===== src/logic/hlt_pkg.sv =====
// Purpose: shared constants and types of the serial link transmitter
// Assumes: 32-bit AXI4-Lite register bus, one aligned word per register
// Notes:   offsets are byte addresses
package hlt_pkg;
  localparam int          ADDR_W        = 8;
  localparam int          DATA_W        = 32;
  localparam int          BYTE_W        = 8;
  localparam int          FIFO_W        = 9;
  localparam int          FIFO_DEPTH    = 8;
  localparam logic [7:0]  OFF_CFG       = 8'h00;
  localparam logic [7:0]  OFF_TXD       = 8'h04;
  localparam logic [7:0]  OFF_STAT      = 8'h08;
  localparam logic [7:0]  CFG_RST       = 8'h00;
  localparam int          CFG_EN_B      = 0;
  localparam int          CFG_CRC_B     = 1;
  localparam int          CFG_ABORT_B   = 2;
  localparam int          CFG_TS0_B     = 3;
  localparam int          CFG_REQ_IE_B  = 4;
  localparam int          CFG_UDR_IE_B  = 5;
  localparam int          TXD_EOF_B     = 8;
  localparam int          ST_REQ_B      = 0;
  localparam int          ST_UDR_B      = 1;
  localparam int          ST_FULL_B     = 2;
  localparam int          ST_EMPTY_B    = 3;
  localparam int          ST_FRAME_B    = 4;
  localparam int          ST_ABORT_B    = 5;
  localparam logic [7:0]  FLAG_OCTET    = 8'h7E;
  localparam logic [7:0]  ABORT_OCTET   = 8'h7F;
  localparam logic [2:0]  ONES_LIMIT    = 3'h5;
  localparam logic [15:0] FCS_POLY      = 16'h8408;
  localparam logic [15:0] FCS_INIT      = 16'hFFFF;
  localparam logic [3:0]  FCS_LAST      = 4'hF;
  localparam logic [1:0]  RESP_OKAY     = 2'h0;
  localparam logic [1:0]  RESP_SLVERR   = 2'h2;

  typedef enum logic [1:0] {ST_FLAG, ST_DATA, ST_FCS, ST_ABORT} hlt_state_e;
endpackage


===== src/logic/hlt_fifo.sv =====
// Purpose: small synchronous FIFO with valid/ready on both sides
// Assumes: DEPTH is a power of two
// Notes:   first word falls through; full and empty are exact
`timescale 1ns/100ps
module hlt_fifo #(
  parameter int W     = 9,
  parameter int DEPTH = 8
) (
  input  wire logic         aclk,
  input  wire logic         aresetn,
  input  wire logic         in_valid,
  output logic              in_ready,
  input  wire logic [W-1:0] in_data,
  output logic              out_valid,
  input  wire logic         out_ready,
  output logic [W-1:0]      out_data
);
  localparam int AW = $clog2(DEPTH);
  logic [W-1:0] mem_q [DEPTH];
  logic [AW:0]  wptr_q;
  logic [AW:0]  rptr_q;
  wire          push = in_valid & in_ready;
  wire          pop  = out_valid & out_ready;

  assign in_ready  = (wptr_q[AW] == rptr_q[AW]) || (wptr_q[AW-1:0] != rptr_q[AW-1:0]);
  assign out_valid = (wptr_q != rptr_q);
  assign out_data  = mem_q[rptr_q[AW-1:0]];

  always_ff @(posedge aclk) begin
    if (push) begin
      mem_q[wptr_q[AW-1:0]] <= in_data;
    end
  end

  always_ff @(posedge aclk) begin
    if (!aresetn) begin
      wptr_q <= '0;
      rptr_q <= '0;
    end else begin
      if (push) wptr_q <= wptr_q + 1'b1;
      if (pop) rptr_q <= rptr_q + 1'b1;
    end
  end
endmodule


===== src/logic/hlt_fcs16.sv =====
// Purpose: bit-serial 16-bit frame check sequence, reflected form
// Assumes: data bits arrive least significant first
// Notes:   clear wins over update
`timescale 1ns/100ps
module hlt_fcs16 (
  input  wire logic        aclk,
  input  wire logic        aresetn,
  input  wire logic        clr,
  input  wire logic        en,
  input  wire logic        din,
  output logic [15:0]      crc
);
  import hlt_pkg::*;
  logic [15:0] crc_q;
  wire  [15:0] shifted = {1'b0, crc_q[15:1]};
  wire  [15:0] crc_d   = (crc_q[0] ^ din) ? (shifted ^ FCS_POLY) : shifted;

  assign crc = crc_q;

  always_ff @(posedge aclk) begin
    if (!aresetn || clr) crc_q <= FCS_INIT;
    else if (en) crc_q <= crc_d;
  end
endmodule


===== src/logic/hlt_link_tx_unit.sv =====
// Purpose: serial data link transmitter for one E1 channel, AXI4-Lite registers
// Assumes: framer supplies a strobe per E1 bit and timeslot position levels
// Notes:
// What this block does
// - While enabled and idle, send flag octet 01111110 repeatedly.
// - Frame bytes enter a buffered data register so the next loads early.
// - Each byte moved into the shifter raises a byte request flag.
// - After last byte send FCS if enabled, else closing flag; then flags.
// - Insert a zero after five ones inside data and FCS bits.
// - While the abort bit is set, send abort octets continuously.
// - Buffer empty mid-frame sends abort and sets the underrun flag.
// - Request and underrun flags each have an enable driving irq_out_n low.
// - Flags and frames start only when the enable bit is set.
// - Link bits go into timeslot 16 or timeslot 0 national bits.
// - When disabled, output link clock and pass external link data.
//
// Chosen here: register access over AXI4-Lite and the address map.
`timescale 1ns/100ps
module hlt_link_tx_unit #(
  parameter int FIFO_DEPTH = hlt_pkg::FIFO_DEPTH
) (
  input  wire logic                       aclk,
  input  wire logic                       aresetn,
  input  wire logic [hlt_pkg::ADDR_W-1:0] awaddr,
  input  wire logic                       awvalid,
  output logic                            awready,
  input  wire logic [hlt_pkg::DATA_W-1:0] wdata,
  input  wire logic [3:0]                 wstrb,
  input  wire logic                       wvalid,
  output logic                            wready,
  output logic [1:0]                      bresp,
  output logic                            bvalid,
  input  wire logic                       bready,
  input  wire logic [hlt_pkg::ADDR_W-1:0] araddr,
  input  wire logic                       arvalid,
  output logic                            arready,
  output logic [hlt_pkg::DATA_W-1:0]      rdata,
  output logic [1:0]                      rresp,
  output logic                            rvalid,
  input  wire logic                       rready,
  input  wire logic                       e1_bit_stb,
  input  wire logic                       e1_in_ts16,
  input  wire logic                       e1_in_ts0_nat,
  output logic                            link_bit_out,
  output logic                            link_bit_valid,
  input  wire logic                       ext_link_data_in,
  output logic                            ext_link_clock_out,
  output logic                            irq_out_n
);
  import hlt_pkg::*;

  // Write and read channel holding registers, config and sticky flags
  logic                aw_hold_q;
  logic [ADDR_W-1:0]   aw_addr_q;
  logic                w_hold_q;
  logic [DATA_W-1:0]   w_data_q;
  logic [3:0]          w_strb_q;
  logic                bvalid_q;
  logic [1:0]          bresp_q;
  logic                rvalid_q;
  logic [DATA_W-1:0]   rdata_q;
  logic [1:0]          rresp_q;
  logic [7:0]          cfg_q;
  logic                req_q;
  logic                udr_q;

  // Serializer state
  hlt_state_e          st_q;
  hlt_state_e          st_d;
  logic [2:0]          idx_q;
  logic [2:0]          idx_d;
  logic [2:0]          ones_q;
  logic [2:0]          ones_d;
  logic [7:0]          sh_q;
  logic [7:0]          sh_d;
  logic                eof_q;
  logic                eof_d;
  logic [3:0]          fcs_idx_q;
  logic [3:0]          fcs_idx_d;
  logic                bit_q;
  logic                bit_vld_q;
  logic                lclk_q;
  logic                pop;
  logic                req_set;
  logic                udr_set;
  logic                crc_clr;
  logic                crc_en;
  logic                tx_bit;

  // FIFO and FCS wires
  logic                fifo_in_ready;
  logic                fifo_out_valid;
  logic [FIFO_W-1:0]   fifo_out_data;
  logic [15:0]         crc;

  wire cfg_en     = cfg_q[CFG_EN_B];
  wire cfg_crc    = cfg_q[CFG_CRC_B];
  wire cfg_abort  = cfg_q[CFG_ABORT_B];
  wire cfg_ts0    = cfg_q[CFG_TS0_B];
  wire cfg_req_ie = cfg_q[CFG_REQ_IE_B];
  wire cfg_udr_ie = cfg_q[CFG_UDR_IE_B];

  // Register bus decode
  wire wr_is_cfg  = (aw_addr_q == OFF_CFG);
  wire wr_is_txd  = (aw_addr_q == OFF_TXD);
  wire wr_is_stat = (aw_addr_q == OFF_STAT);
  wire wr_mapped  = wr_is_cfg | wr_is_txd | wr_is_stat;
  // A data write waits for FIFO room, which holds off bvalid and the bus
  wire wr_go      = aw_hold_q & w_hold_q & ~bvalid_q & (~wr_is_txd | fifo_in_ready);
  wire wr_lane0   = wr_go & w_strb_q[0];
  wire cfg_wr     = wr_lane0 & wr_is_cfg;
  wire txd_push   = wr_lane0 & wr_is_txd;
  wire stat_wr    = wr_lane0 & wr_is_stat;
  wire req_clr    = stat_wr & w_data_q[ST_REQ_B];
  wire udr_clr    = stat_wr & w_data_q[ST_UDR_B];
  wire ar_go      = arvalid & ~rvalid_q;
  wire rd_is_cfg  = (araddr == OFF_CFG);
  wire rd_is_txd  = (araddr == OFF_TXD);
  wire rd_is_stat = (araddr == OFF_STAT);
  wire in_frame   = (st_q == ST_DATA) | (st_q == ST_FCS);
  wire [7:0] stat_word = {2'b00, (st_q == ST_ABORT), in_frame, ~fifo_out_valid,
                          ~fifo_in_ready, udr_q, req_q};
  wire [DATA_W-1:0] rd_word = rd_is_cfg  ? {24'h00_0000, cfg_q} :
                              rd_is_stat ? {24'h00_0000, stat_word} :
                              '0;
  wire rd_mapped  = rd_is_cfg | rd_is_txd | rd_is_stat;

  assign awready = ~aw_hold_q;
  assign wready  = ~w_hold_q;
  assign bvalid  = bvalid_q;
  assign bresp   = bresp_q;
  assign arready = ~rvalid_q;
  assign rvalid  = rvalid_q;
  assign rdata   = rdata_q;
  assign rresp   = rresp_q;

  always_ff @(posedge aclk) begin
    if (!aresetn) begin
      aw_hold_q <= 1'b0;
      aw_addr_q <= '0;
    end else if (awvalid && !aw_hold_q) begin
      aw_hold_q <= 1'b1;
      aw_addr_q <= awaddr;
    end else if (wr_go) begin
      aw_hold_q <= 1'b0;
    end
  end

  always_ff @(posedge aclk) begin
    if (!aresetn) begin
      w_hold_q <= 1'b0;
      w_data_q <= '0;
      w_strb_q <= '0;
    end else if (wvalid && !w_hold_q) begin
      w_hold_q <= 1'b1;
      w_data_q <= wdata;
      w_strb_q <= wstrb;
    end else if (wr_go) begin
      w_hold_q <= 1'b0;
    end
  end

  always_ff @(posedge aclk) begin
    if (!aresetn) begin
      bvalid_q <= 1'b0;
      bresp_q  <= RESP_OKAY;
    end else if (wr_go) begin
      bvalid_q <= 1'b1;
      bresp_q  <= wr_mapped ? RESP_OKAY : RESP_SLVERR;
    end else if (bready) begin
      bvalid_q <= 1'b0;
    end
  end

  always_ff @(posedge aclk) begin
    if (!aresetn) begin
      rvalid_q <= 1'b0;
      rdata_q  <= '0;
      rresp_q  <= RESP_OKAY;
    end else if (ar_go) begin
      rvalid_q <= 1'b1;
      rdata_q  <= rd_word;
      rresp_q  <= rd_mapped ? RESP_OKAY : RESP_SLVERR;
    end else if (rready) begin
      rvalid_q <= 1'b0;
    end
  end

  always_ff @(posedge aclk) begin
    if (!aresetn) cfg_q <= CFG_RST;
    else if (cfg_wr) cfg_q <= w_data_q[7:0];
  end

  // Sticky flags: a new event in the clearing cycle survives
  always_ff @(posedge aclk) begin
    if (!aresetn) begin
      req_q <= 1'b0;
      udr_q <= 1'b0;
    end else begin
      req_q <= req_set | (req_q & ~req_clr);
      udr_q <= udr_set | (udr_q & ~udr_clr);
    end
  end

  assign irq_out_n = ~((req_q & cfg_req_ie) | (udr_q & cfg_udr_ie));

  // Double buffering: shifter plus FIFO, so writes run ahead of the line
  hlt_fifo #(
    .W     (FIFO_W),
    .DEPTH (FIFO_DEPTH)
  ) u_fifo (
    .aclk      (aclk),
    .aresetn   (aresetn),
    .in_valid  (txd_push),
    .in_ready  (fifo_in_ready),
    .in_data   (w_data_q[FIFO_W-1:0]),
    .out_valid (fifo_out_valid),
    .out_ready (pop),
    .out_data  (fifo_out_data)
  );

  hlt_fcs16 u_fcs (
    .aclk    (aclk),
    .aresetn (aresetn),
    .clr     (crc_clr),
    .en      (crc_en),
    .din     (tx_bit),
    .crc     (crc)
  );

  // Link bit slot picked from the configured timeslot
  wire bit_en  = e1_bit_stb & (cfg_ts0 ? e1_in_ts0_nat : e1_in_ts16);
  // Not gated by state, so a zero owed by the last frame bit still goes out
  wire stuffed = (ones_q == ONES_LIMIT);
  wire octet_end = ~stuffed & ((st_q == ST_FCS) ? (fcs_idx_q == FCS_LAST) : (idx_q == 3'h7));

  always_comb begin
    case (st_q)
      ST_DATA:  tx_bit = sh_q[idx_q];
      ST_FCS:   tx_bit = ~crc[fcs_idx_q];
      ST_ABORT: tx_bit = ABORT_OCTET[idx_q];
      default:  tx_bit = FLAG_OCTET[idx_q];
    endcase
    if (stuffed) tx_bit = 1'b0;
  end

  always_comb begin
    st_d      = st_q;
    idx_d     = idx_q;
    ones_d    = ones_q;
    sh_d      = sh_q;
    eof_d     = eof_q;
    fcs_idx_d = fcs_idx_q;
    pop       = 1'b0;
    req_set   = 1'b0;
    udr_set   = 1'b0;
    crc_clr   = 1'b0;
    crc_en    = 1'b0;
    if (!cfg_en) begin
      st_d      = ST_FLAG;
      idx_d     = 3'h0;
      ones_d    = 3'h0;
      fcs_idx_d = 4'h0;
    end else if (bit_en) begin
      if (cfg_abort && st_q != ST_ABORT) begin
        st_d      = ST_ABORT;
        idx_d     = 3'h0;
        ones_d    = 3'h0;
        fcs_idx_d = 4'h0;
      end else if (stuffed) begin
        ones_d = 3'h0;
      end else begin
        ones_d = (in_frame && tx_bit) ? ones_q + 3'h1 : 3'h0;
        crc_en = (st_q == ST_DATA);
        idx_d  = idx_q + 3'h1;
        if (st_q == ST_FCS) fcs_idx_d = fcs_idx_q + 4'h1;
        if (octet_end) begin
          case (st_q)
            ST_FLAG: begin
              if (cfg_abort) begin
                st_d = ST_ABORT;
              end else if (fifo_out_valid) begin
                st_d    = ST_DATA;
                sh_d    = fifo_out_data[BYTE_W-1:0];
                eof_d   = fifo_out_data[TXD_EOF_B];
                pop     = 1'b1;
                req_set = 1'b1;
                crc_clr = 1'b1;
              end
            end
            ST_DATA: begin
              if (eof_q) begin
                st_d = cfg_crc ? ST_FCS : ST_FLAG;
              end else if (fifo_out_valid) begin
                sh_d    = fifo_out_data[BYTE_W-1:0];
                eof_d   = fifo_out_data[TXD_EOF_B];
                pop     = 1'b1;
                req_set = 1'b1;
              end else begin
                st_d    = ST_ABORT;
                udr_set = 1'b1;
              end
            end
            ST_FCS:   st_d = ST_FLAG;
            ST_ABORT: st_d = cfg_abort ? ST_ABORT : ST_FLAG;
            default:  st_d = ST_FLAG;
          endcase
        end
      end
    end
  end

  always_ff @(posedge aclk) begin
    if (!aresetn) begin
      st_q      <= ST_FLAG;
      idx_q     <= 3'h0;
      ones_q    <= 3'h0;
      sh_q      <= 8'h00;
      eof_q     <= 1'b0;
      fcs_idx_q <= 4'h0;
    end else begin
      st_q      <= st_d;
      idx_q     <= idx_d;
      ones_q    <= ones_d;
      sh_q      <= sh_d;
      eof_q     <= eof_d;
      fcs_idx_q <= fcs_idx_d;
    end
  end

  // Disabled: external source drives the slot, sampled at our clock fall
  always_ff @(posedge aclk) begin
    if (!aresetn) begin
      bit_q     <= 1'b1;
      bit_vld_q <= 1'b0;
      lclk_q    <= 1'b1;
    end else begin
      bit_vld_q <= bit_en;
      lclk_q    <= cfg_en | ~bit_en;
      if (bit_en) bit_q <= cfg_en ? tx_bit : ext_link_data_in;
    end
  end

  assign link_bit_out       = bit_q;
  assign link_bit_valid     = bit_vld_q;
  assign ext_link_clock_out = lclk_q;
endmodule


===== config.mk =====
export PLATFORM = sky130hd
export DESIGN_NAME = hlt_link_tx_unit
export DESIGN_NICKNAME = d
export VERILOG_FILES = /design/src/logic/hlt_pkg.sv /design/src/logic/hlt_fifo.sv /design/src/logic/hlt_fcs16.sv /design/src/logic/hlt_link_tx_unit.sv
export SDC_FILE = /design/constraint.sdc
export NUM_CORES = 1
export LEC_CHECK = 0
export ABC_AREA = 1
export CORE_AREA = 3 3 107 186
export CTS_CLUSTER_SIZE = 30
export DETAILED_ROUTE_END_ITERATION = 10
export DIE_AREA = 0 0 110 189
export DONT_BUFFER_PORTS = 1
export SLEW_MARGIN = 10
export SYNTH_ARGS = -nofsm -noshare
export SYNTH_HDL_FRONTEND = slang
export SYNTH_HIERARCHICAL = 1
export SYNTH_SLANG_ARGS = --single-unit

===== constraint.sdc =====
create_clock -name aclk -period 4 [get_ports aclk]
set_input_delay 0.4 -clock aclk [delete_from_list [all_inputs] [get_ports aclk]]
set_output_delay 0.4 -clock aclk [all_outputs]
set_load 0.05 [all_outputs]

# == Yosys cells after proc, flatten, opt, wreduce, memory -nomap -nowiden ==
# Memories as Yosys holds them, arrays and structs flattened. A register that Yosys moved wholly into a read port is not among the register bits.
# Cells that the tools add are included.
# classes
muxes,85
eq_ne,20
reduce_logical,25
n_lt_le_gt_ge,2
bitwise_logic,44
n_addsub,5
# ops
op,count
$mux 1,47
$mux 3,11
$mux 8,4
$mux 2,11
$and 1x1->1,18
$eq 8x3->1 const B,2
$eq 8x4->1 const B,2
$logic_not 8->1,2
$mux 16,1
$pmux 8 s2,1
$reduce_and 8->1,2
$not 1->1,14
$reduce_bool 2->1,7
$add 4x1->4 const B,3
$mux 4,3
$or 1x1->1,10
$ne 2x2->1 const B,4
$ne 4x4->1 const B,2
$pmux 2 s4,1
$add 3x1->3 const B,2
$eq 3x3->1 const B,2
$mux 6,1
$lt 4x5->1 const B,1
$reduce_and 5->1,1
20 further kinds,29
# word_totals
out_inout_bits,45
romBits,16
ff_bits,116
input_bits,63
mem_count,3
word_cells,209
ram_bits,72
# memory_table
memory,words,word_bits,read_ports,rd_clocked_by_memory_dff,wr,line,rtl
u_fifo.mem_q,8,9,1,1,1,hlt_fifo.sv:19,logic [W-1:0] mem_q [DEPTH];
(no name shown),8,1,1,1,0,hlt_link_tx_unit.sv:242,default: tx_bit = FLAG_OCTET[idx_q];
(no name shown),8,1,1,1,0,hlt_link_tx_unit.sv:241,ST_ABORT: tx_bit = ABORT_OCTET[idx_q];

# == Longest topological paths before layout ==
# Gate-level depths: netlist of the first run.
# depth
ltp_word,12
mapped_depth,16
mapped_depth_nobuf,16

# == Modules after synthesis ==
# The synthesis of the first run kept the hierarchy.
# by_module_without_submodules
mod,instances,cells_per_inst,area_each_um2,seq_area_each_um2
hlt_link_tx_unit,1,515,3731.1,1361.3
hlt_fifo,1,277,3413.3,2382.3
hlt_fcs16,1,94,737.0,320.3

# == Least setup slack after synthesis of the first run ==
# OpenSTA, ideal clock, no wires.
# synth_timing
path_type,register to register
start,reg u_fifo.wptr_q[0]
end,mem u_fifo.mem_q[1][0] (enable)
stages_incl_launch_ff,13
slack_ps,1810
setup_ps,374
synth_period_minus_slack_ps,2190
arrival_ps,1815
required_ps,3626
n_path_buf,0
cell_sequence,dfxtp_1 > inv_2 > nand2_1 > nand2_2 > nand4_4 > inv_1 > nand2_4 > nand2_4 > nor2_4 > nand2_1 > inv_1 > nand3_2 > nor2_1
# synth_via
elab_chain_len,9
# synth_lines
item,line,rtl
from (decl),hlt_fifo.sv:20,logic [AW:0] wptr_q;
from (signal assigned),hlt_fifo.sv:40,if (push) wptr_q <= wptr_q + 1'b1;
$ne 3x3->1,hlt_fifo.sv:25,assign in_ready = (wptr_q[AW] == rptr_q[AW]) || (wptr_q[AW-1:0] != rptr_q[AW-1:0]);
$logic_or 1x1->1,hlt_fifo.sv:25,
named net fifo_in_ready,hlt_link_tx_unit.sv:91,logic fifo_in_ready;
$or 1x1->1,hlt_link_tx_unit.sv:109,wire wr_go = aw_hold_q & w_hold_q & ~bvalid_q & (~wr_is_txd | fifo_in_ready);
$and 1x1->1,hlt_link_tx_unit.sv:109,
$and 1x1->1,hlt_link_tx_unit.sv:110,wire wr_lane0 = wr_go & w_strb_q[0];
$and 1x1->1,hlt_link_tx_unit.sv:112,wire txd_push = wr_lane0 & wr_is_txd;
named net txd_push,hlt_link_tx_unit.sv:112,
$and 1x1->1,hlt_fifo.sv:22,wire push = in_valid & in_ready;
$mux 1,hlt_fifo.sv:30,if (push) begin
$mux 1 (not written as such),hlt_fifo.sv:31,mem_q[wptr_q[AW-1:0]] <= in_data;
to (decl),hlt_fifo.sv:19,
# The timed path passes the listed nets, and every way through them passes these cells.

# == Worst setup path in the final report of the first run ==
# layout_timing
start,reg u_fifo.wptr_q[0]
end,mem u_fifo.mem_q[0][4] (enable)
# Same word-level chain as after synthesis.

==> results of run 1 <==
## layer usage
layer	GRT usage, %	vias to the layer above
met5	0	-
li1	-	2847
met3	2.900	17
met1	18.18	2603
met4	6.817	0
met2	32.60	129
## metrics by stage
stage               total power (W)  hold WS (ns)  worst slack (ns)  cell area, µm²
global route               0.003751       0.08618             1.038            8421
CTS                        0.003654       0.08354             1.215            8421
finish                     0.003625       0.09535             1.245            8421
detailed placement         0.002077        0.4547             1.242            7846
global placement           0.002075        0.4494             1.274            7846
floorplan                  0.002068        0.4375             1.810            7975
## power by group
part	switching, W	total (W)	internal, W
Clock	0.000753	0.00159	0.000835
Combinational	0.000123	0.000154	0.0000310
Sequential	0.0000729	0.00188	0.00181
## cell usage in the layout, fill, tap and decap left out, types with 2 or more instances in the layout
| cell | netlist | routed |
|---|---|---|
| inv_2 | 15 | 15 |
| a21oi_4 | 2 | 2 |
| o21ai_1 | 10 | 10 |
| ha_1 | 11 | 11 |
| nand2_2 | 11 | 11 |
| nor2_4 | 7 | 7 |
| nand3_1 | 48 | 48 |
| a211oi_1 | 2 | 2 |
| inv_6 | 0 | 5 |
| nor2_1 | 108 | 108 |
| nor3_4 | 2 | 2 |
| o22ai_1 | 18 | 18 |
| mux2i_1 | 18 | 18 |
| nand4_1 | 5 | 5 |
| clkinv_1 | 2 | 3 |
| conb_1 | 1 | 26 |
| nor3_2 | 2 | 2 |
| nand2_4 | 4 | 4 |
| dfxtp_1 | 95 | 95 |
| a21oi_2 | 5 | 5 |
| nand2_1 | 169 | 169 |
| inv_8 | 0 | 6 |
| clkbuf_16 | 0 | 17 |
| nor3_1 | 13 | 13 |
| o211ai_1 | 7 | 7 |
| edfxtp_1 | 72 | 72 |
| nor2_2 | 12 | 12 |
| buf_4 | 45 | 4 |
| inv_1 | 70 | 70 |
| o21ai_0 | 54 | 54 |
| clkinv_4 | 0 | 2 |
| nand3_2 | 4 | 4 |
| a21oi_1 | 39 | 39 |
## cells by family after synthesis
family / Yosys count / synth area share [%]
AOI/OAI and AO/OA: 143 / 10.65
xor gates and xnor gates: 1 / 0.2064
adders and majority gates: 11 / 1.746
buffers and inverters: 151 / 10.02
DFF: 167 / 51.56
muxes: 18 / 2.286
other: 1 / 0.04758
and+or+nand+nor: 394 / 23.48
## state kept, by name (all words and copies together), names as in the netlist, 8 cells and up, named ones only
signal        flops
u_fifo/mem_q     72
cfg_q             8
u_fcs/crc        16
w_data_q          9
sh_q              8
aw_addr_q         8
rdata             8
## Yosys cell counts (2+ instances only)
master,count,area [µm²]
nand2_1,169,634.4
nor2_1,108,405.4
dfxtp_1,95,1902
edfxtp_1,72,2162
inv_1,70,262.8
o21ai_0,54,270.3
nand3_1,48,240.2
buf_4,45,337.8
a21oi_1,39,195.2
mux2i_1,18,180.2
o22ai_1,18,112.6
inv_2,15,56.30
nor3_1,13,65.06
nor2_2,12,75.07
ha_1,11,137.6
nand2_2,11,68.82
clkbuf_1,10,37.54
o21ai_1,10,50.05
nor2_4,7,78.83
o211ai_1,7,52.55
a21oi_2,5,43.79
buf_2,5,25.02
nand4_1,5,31.28
nand2_4,4,45.04
nand3_2,4,40.04
a211oi_1,2,15.01
a21oi_4,2,32.53
buf_12,2,40.04
buf_6,2,22.52
clkinv_1,2,7.510
nor3_2,2,20.02
nor3_4,2,32.53
nor4_1,2,12.51
## area by class of cell
type / instances / area share [%]
flip-flops and latches: 167 / 48.26
multi-input cells: 593 / 37.15
clock buffers: 17 / 5.052
inverters: 87 / 3.878
well taps: 238 / 3.536
clock inverters: 15 / 1.768
repair buffers: 4 / 0.3566
## worst reg2reg max path, delay by kind of cell, from the launching register on
| kind | cells | cell delay (ns) |
|---|---|---|
| flip-flops | 1 | 0.45 |
| AND/OR/NAND/NOR | 9 | 1.56 |
| buffers and inverters | 3 | 0.37 |
## path summary, 6_finish.rpt
kind                          from                 end  slack [ns]  cells after the start
hold / removal             aresetn              rvalid         0.1                      1
setup reg to reg  u_fifo/wptr_q[0]  u_fifo/mem_q[0][4]        1.25                     12
setup / recovery  u_fifo/wptr_q[0]  u_fifo/mem_q[0][4]        1.25                     12
hold reg to reg          aw_hold_q           aw_hold_q        0.46                      2
==> results.py, run 1 <==
metrics = {
    "critical_path": {
        "critPathTopFamily": "simple AND/OR/NAND/NOR gates",
        "critPathMaxFanout": 9,
        "startpoint_type": "flip-flop",
        "crit_chain": "inv_2 > nand2_1 > nand2_2 > nand4_4 > inv_1 > nand2_4 > nand2_4 > nor2_4 > nand2_1 > inv_1 > nand3_2 > nor2_1",
        "cp.required_ns": 4.04,
        "endpoint_kind": "flip-flop",
        "arrival_ns": 2.79,
        "crit_slowest_cell": "nor2_1",
        "crit_type": "reg2reg",
        "slowest_delay_ns": 0.71,
        "crit_buf_inv": 3,
    },
    "synth": {
        "syn-cell-area_mm2": 0.007881,
        "ys_seq_area_share_pct": 51.56,
        "avgSynthCellArea_um2": 8.895,
        "yosysUniqueCellTypes": 48,
        "synth_edf_count": 72,
        "async_reset_ff_share_pct": 0,
        "ys_ff_latch": 167,
        "yosysWarnings": 6,
        "ys.flop_type": "dfxtp_1",
        "syn_inst": 886,
    },
    "die": {
        "die_w_um": 110,
        "initial_utilization_pct": 42.42,
        "die-area_mm2": 0.02079,
        "core_mm2": 0.01858,
        "num_rows": 66,
        "top_level_ports": 108,
        "die_y_um": 189,
    },
    "sta": {
        "fin_tns_setup_ns": 0,
        "fin_worst_skew_ns": 0.01305,
        "tightest_slew_ns": 0.9022,
        "period_needed_ns": 2.755,
        "slew_viol_final": 0,
        "rsz0062_at_grt": "no",
        "relSlewSlack_pct": 39.63,
        "setup_violations": 0,
        "max_freq_mhz": 363.0,
        "post-route-period-util_pct": 68.87,
        "hold_viol": 0,
    },
    "global_routing": {
        "overflow": 0,
        "grt_pass1_vias": 5529,
        "grt_pass1_wl_um": 27430,
        "grt_max_degree": 57,
        "grt_usage_pct": 17.20,
        "antenna_found_initial": 0,
    },
    "cts": {
        "clock_sinks": 167,
        "cts_buffers": 17,
        "clockBufferDepth": 2,
        "clkLatencyLatePin_ns": 0.42,
        "cts_tree": "built",
        "root_buffer": "clkbuf_16",
        "path_clk_slew_ns": 0.07,
        "cts_setup_buffers": 0,
        "holdBufCountCts": 0,
        "cts-htree-levels": 4,
        "post_cts_resized": 0,
    },
    "route": {
        "wl_met2_um": 9485,
        "wire_per_inst_um": 14.95,
        "highest_layer": "met4",
        "antenna_left": 0,
        "met1_length_um": 6228,
        "route.detailed.drc": 0,
        "via_count": 5596,
        "dr.pass1.iters": 4,
        "dr_wl_met3_um": 622,
        "drt_wl_total_um": 16760,
        "drt_iter0_drc": 224,
        "routed_via_density": 4.992,
    },
    "power_and_ir_drop": {
        "max-vdd-ir-drop_v": 0.0005608,
        "p_leak_nw": 3.365,
        "power_density_mw_per_mm2": 430.5,
    },
    "placed_design": {
        "io_buffer_count": 0,
        "dpl.cell_count": 1089,
        "dp_hpwl_um": 12450,
        "gp_congestion": 0.8059,
    },
    "cells_and_area": {
        "fillers": 1783,
        "multi_input_area_mm2": 0.003128,
        "diodes": 0,
        "drive_gt1_share_pct": 12.34,
        "area_growth_pct": 6.842,
        "nets": 944,
        "final_core_util_pct": 45.32,
        "fin_cells": 1121,
        "regArea_mm2": 0.004064,
    },
    "worst_hold_path": {
        "hold_path.class": "in2reg",
    },
    "status": {
        "status": "completed",
    },
    "run": {
        "drv_cap": 0,
    },
}
Note: power is estimated with default switching activity, not from simulation.
==> run 2, diff against run 1 <==
clock period = 2.5 ns   (was 4 ns; I/O delays follow)
==> run 2 against run 1 <==
Effect of this change:
- global-route usage rose by 0.48 points
- hold slack got worse by 0.082 ns
- non-clock buffer count rose by 30
- combinational power rose by 92%
- flip-flop and latch count did not move
- sequential share of layout area fell by 1.8 points
- via count rose by 1.4%
- largest cell class unchanged
==> results.py, run 2 (synthesized netlist as in run 1, its figures left out) <==
metrics = {
    "die": {
        "num_rows": 66,
        "top_level_ports": 108,
        "core_mm2": 0.01858,
        "die_y_um": 189,
        "die-area_mm2": 0.02079,
        "die_w_um": 110,
        "initial_utilization_pct": 42.42,
    },
    "cells_and_area": {
        "mostFrequentLayoutCells": "nand2_1 (169), nor2_1 (108), dfxtp_1 (93)",
        "fin_cells": 1151,
        "diodes": 0,
        "final_common_cell": "nand2_1",
        "area_growth_pct": 10.95,
        "nets": 974,
        "largest_register_ffs": 72,
        "drive_gt1_share_pct": 14.02,
        "fillers": 1791,
    },
    "critical_path": {
        "critPathMaxFanout": 8,
        "slowest_delay_ns": 0.43,
        "ff2ff_path_depth": 14,
        "startpoint_type": "flip-flop",
        "arrival_ns": 2.43,
        "endpoint_kind": "flip-flop",
        "cp.required_ns": 2.64,
        "crit_type": "reg2reg",
        "crit_chain": "inv_1 > nand2_2 > nand2_2 > nand4_4 > inv_1 > nand2_4 > nand2_4 > nor2_4 > nand2_1 > inv_1 > buf_4 > nand3_2 > nor2_1 > buf_4",
        "crit_path_frequent_cell": "inv_1",
        "crit_slowest_cell": "dfxtp_1",
    },
    "power_and_ir_drop": {
        "p_int_w": 0.004324,
        "power_frac_clock_pct": 44.1,
        "max-vdd-ir-drop_v": 0.0005199,
        "power_density_mw_per_mm2": 675.0,
        "p_sw_w": 0.001579,
        "pwr-share-seq_pct": 50.9,
        "combinationalPowerShare_pct": 5.0,
        "swShare_pct": 26.75,
        "p_leak_nw": 3.514,
    },
    "sta": {
        "hold_viol": 0,
        "slew_viol_final": 0,
        "setup_violations": 0,
        "period_needed_ns": 2.290,
        "tightest_slew_ns": 0.5524,
        "rsz0062_at_grt": "no",
        "setup_ws_ns": 0.2097,
        "relSlewSlack_pct": 63.12,
        "max_freq_mhz": 436.6,
        "post-route-period-util_pct": 91.61,
        "fin_worst_skew_ns": 0.01135,
        "fin_tns_setup_ns": 0,
    },
    "placed_design": {
        "dp_hpwl_um": 12570,
        "gp_congestion": 0.8415,
        "io_buffer_count": 0,
        "dp_slack_ns": 0.1572,
        "dpl.cell_count": 1103,
    },
    "cts": {
        "cts-htree-levels": 4,
        "cts_tree": "built",
        "path_clk_slew_ns": 0.08,
        "cts_buffers": 17,
        "clock_sinks": 167,
        "clockBufferDepth": 2,
        "root_buffer": "clkbuf_16",
        "clkLatencyLatePin_ns": 0.43,
        "cts_setup_buffers": 0,
    },
    "route": {
        "via_count": 5672,
        "wire_per_inst_um": 15.07,
        "drt_wl_total_um": 17340,
        "routed_via_density": 4.928,
        "dr.pass1.iters": 4,
        "route.detailed.drc": 0,
        "antenna_left": 0,
        "drt_iter0_drc": 245,
    },
    "global_routing": {
        "grt_max_degree": 54,
        "overflow": 0,
        "grt_pass1_vias": 5680,
        "grt_usage_pct": 17.68,
        "antenna_found_initial": 0,
        "grt_pass1_wl_um": 27940,
    },
    "worst_hold_path": {
        "hold_path.class": "in2reg",
        "hold_path_depth": 2,
    },
    "run": {
        "drv_cap": 0,
    },
    "status": {
        "status": "completed",
    },
}
-- run 2: changes by cell type in the layout (fill, tap and decap cells not counted), moves of 2 or more --
cell,delta
buf_4,+13
dlygate4sd3_1,+15
inv_8,-2
dfxtp_2,+2
buf_12,+2
dfxtp_1,-2
clkinv_8,+4
-- run 2: power by group through the flow --
stage          clock network [W]  registers, W  logic [W]
6_report                 0.00260       0.00300   0.000296
5_1_grt                  0.00275       0.00301   0.000330
4_1_cts                  0.00266       0.00301   0.000296
3_5_place_dp                   0       0.00307   0.000262
3_3_place_gp                   0       0.00307   0.000260
2_1_floorplan                  0       0.00304   0.000265
-- run 2: through the flow --
stage	util, %	hold WS, ns	power (W)	instance area (µm²)
final	47.06	0.01327	0.005903	8745
after global routing	47.06	0.04044	0.006088	8745
after CTS	47.03	0.001685	0.005960	8738
after detailed placement	42.86	0.3762	0.003331	7964
after global placement	42.86	0.3756	0.003327	7964
after floorplan	-	0.4133	0.003308	7975
-- run 2: worst paths after layout --
path / from / to / slack (ns)
hold reg to reg: aw_hold_q / aw_hold_q / 0.46
hold / removal: wdata[7] / w_data_q[7] / 0.01
setup / recovery: u_fifo/rptr_q[2] / u_fifo/mem_q[4][3] / 0.21
setup reg to reg: u_fifo/rptr_q[2] / u_fifo/mem_q[4][3] / 0.21
-- run 2: routing by layer --
| layer | vias up | GRT usage, % | wire (µm) |
|---|---|---|---|
| li1 | 2904 | - | - |
| met1 | 2608 | 17.68 | 6456 |
| met2 | 122 | 33.37 | 9688 |
| met3 | 38 | 2.934 | 526 |
| met4 | 0 | 9.554 | 673 |
| met5 | - | 0 | 0 |
-- run 2: what timing repair did --
item	4_1_cts	5_1_grt
hold buffers	16	0
hold endpoints to repair	58	0
gates resized for setup	0	3
endpoints found under the setup margin	0	54
-- run 2: final cells by class --
class	instances	area, µm²	share of cell area (%)
tap	238	297.8	3.405
clock buffer	17	425.4	4.865
multi-input combinational	593	3128	35.77
clock inverter	15	178.9	2.046
sequential	167	4066	46.50
inverter	87	330.3	3.777
timing repair buffer	34	317.8	3.634
-- run 2: critical path: cells and delay by family, from the launching register on --
family	cells	cell delay, ns
buf+inv	5	0.61
flops	1	0.43
simple gates	9	0.95
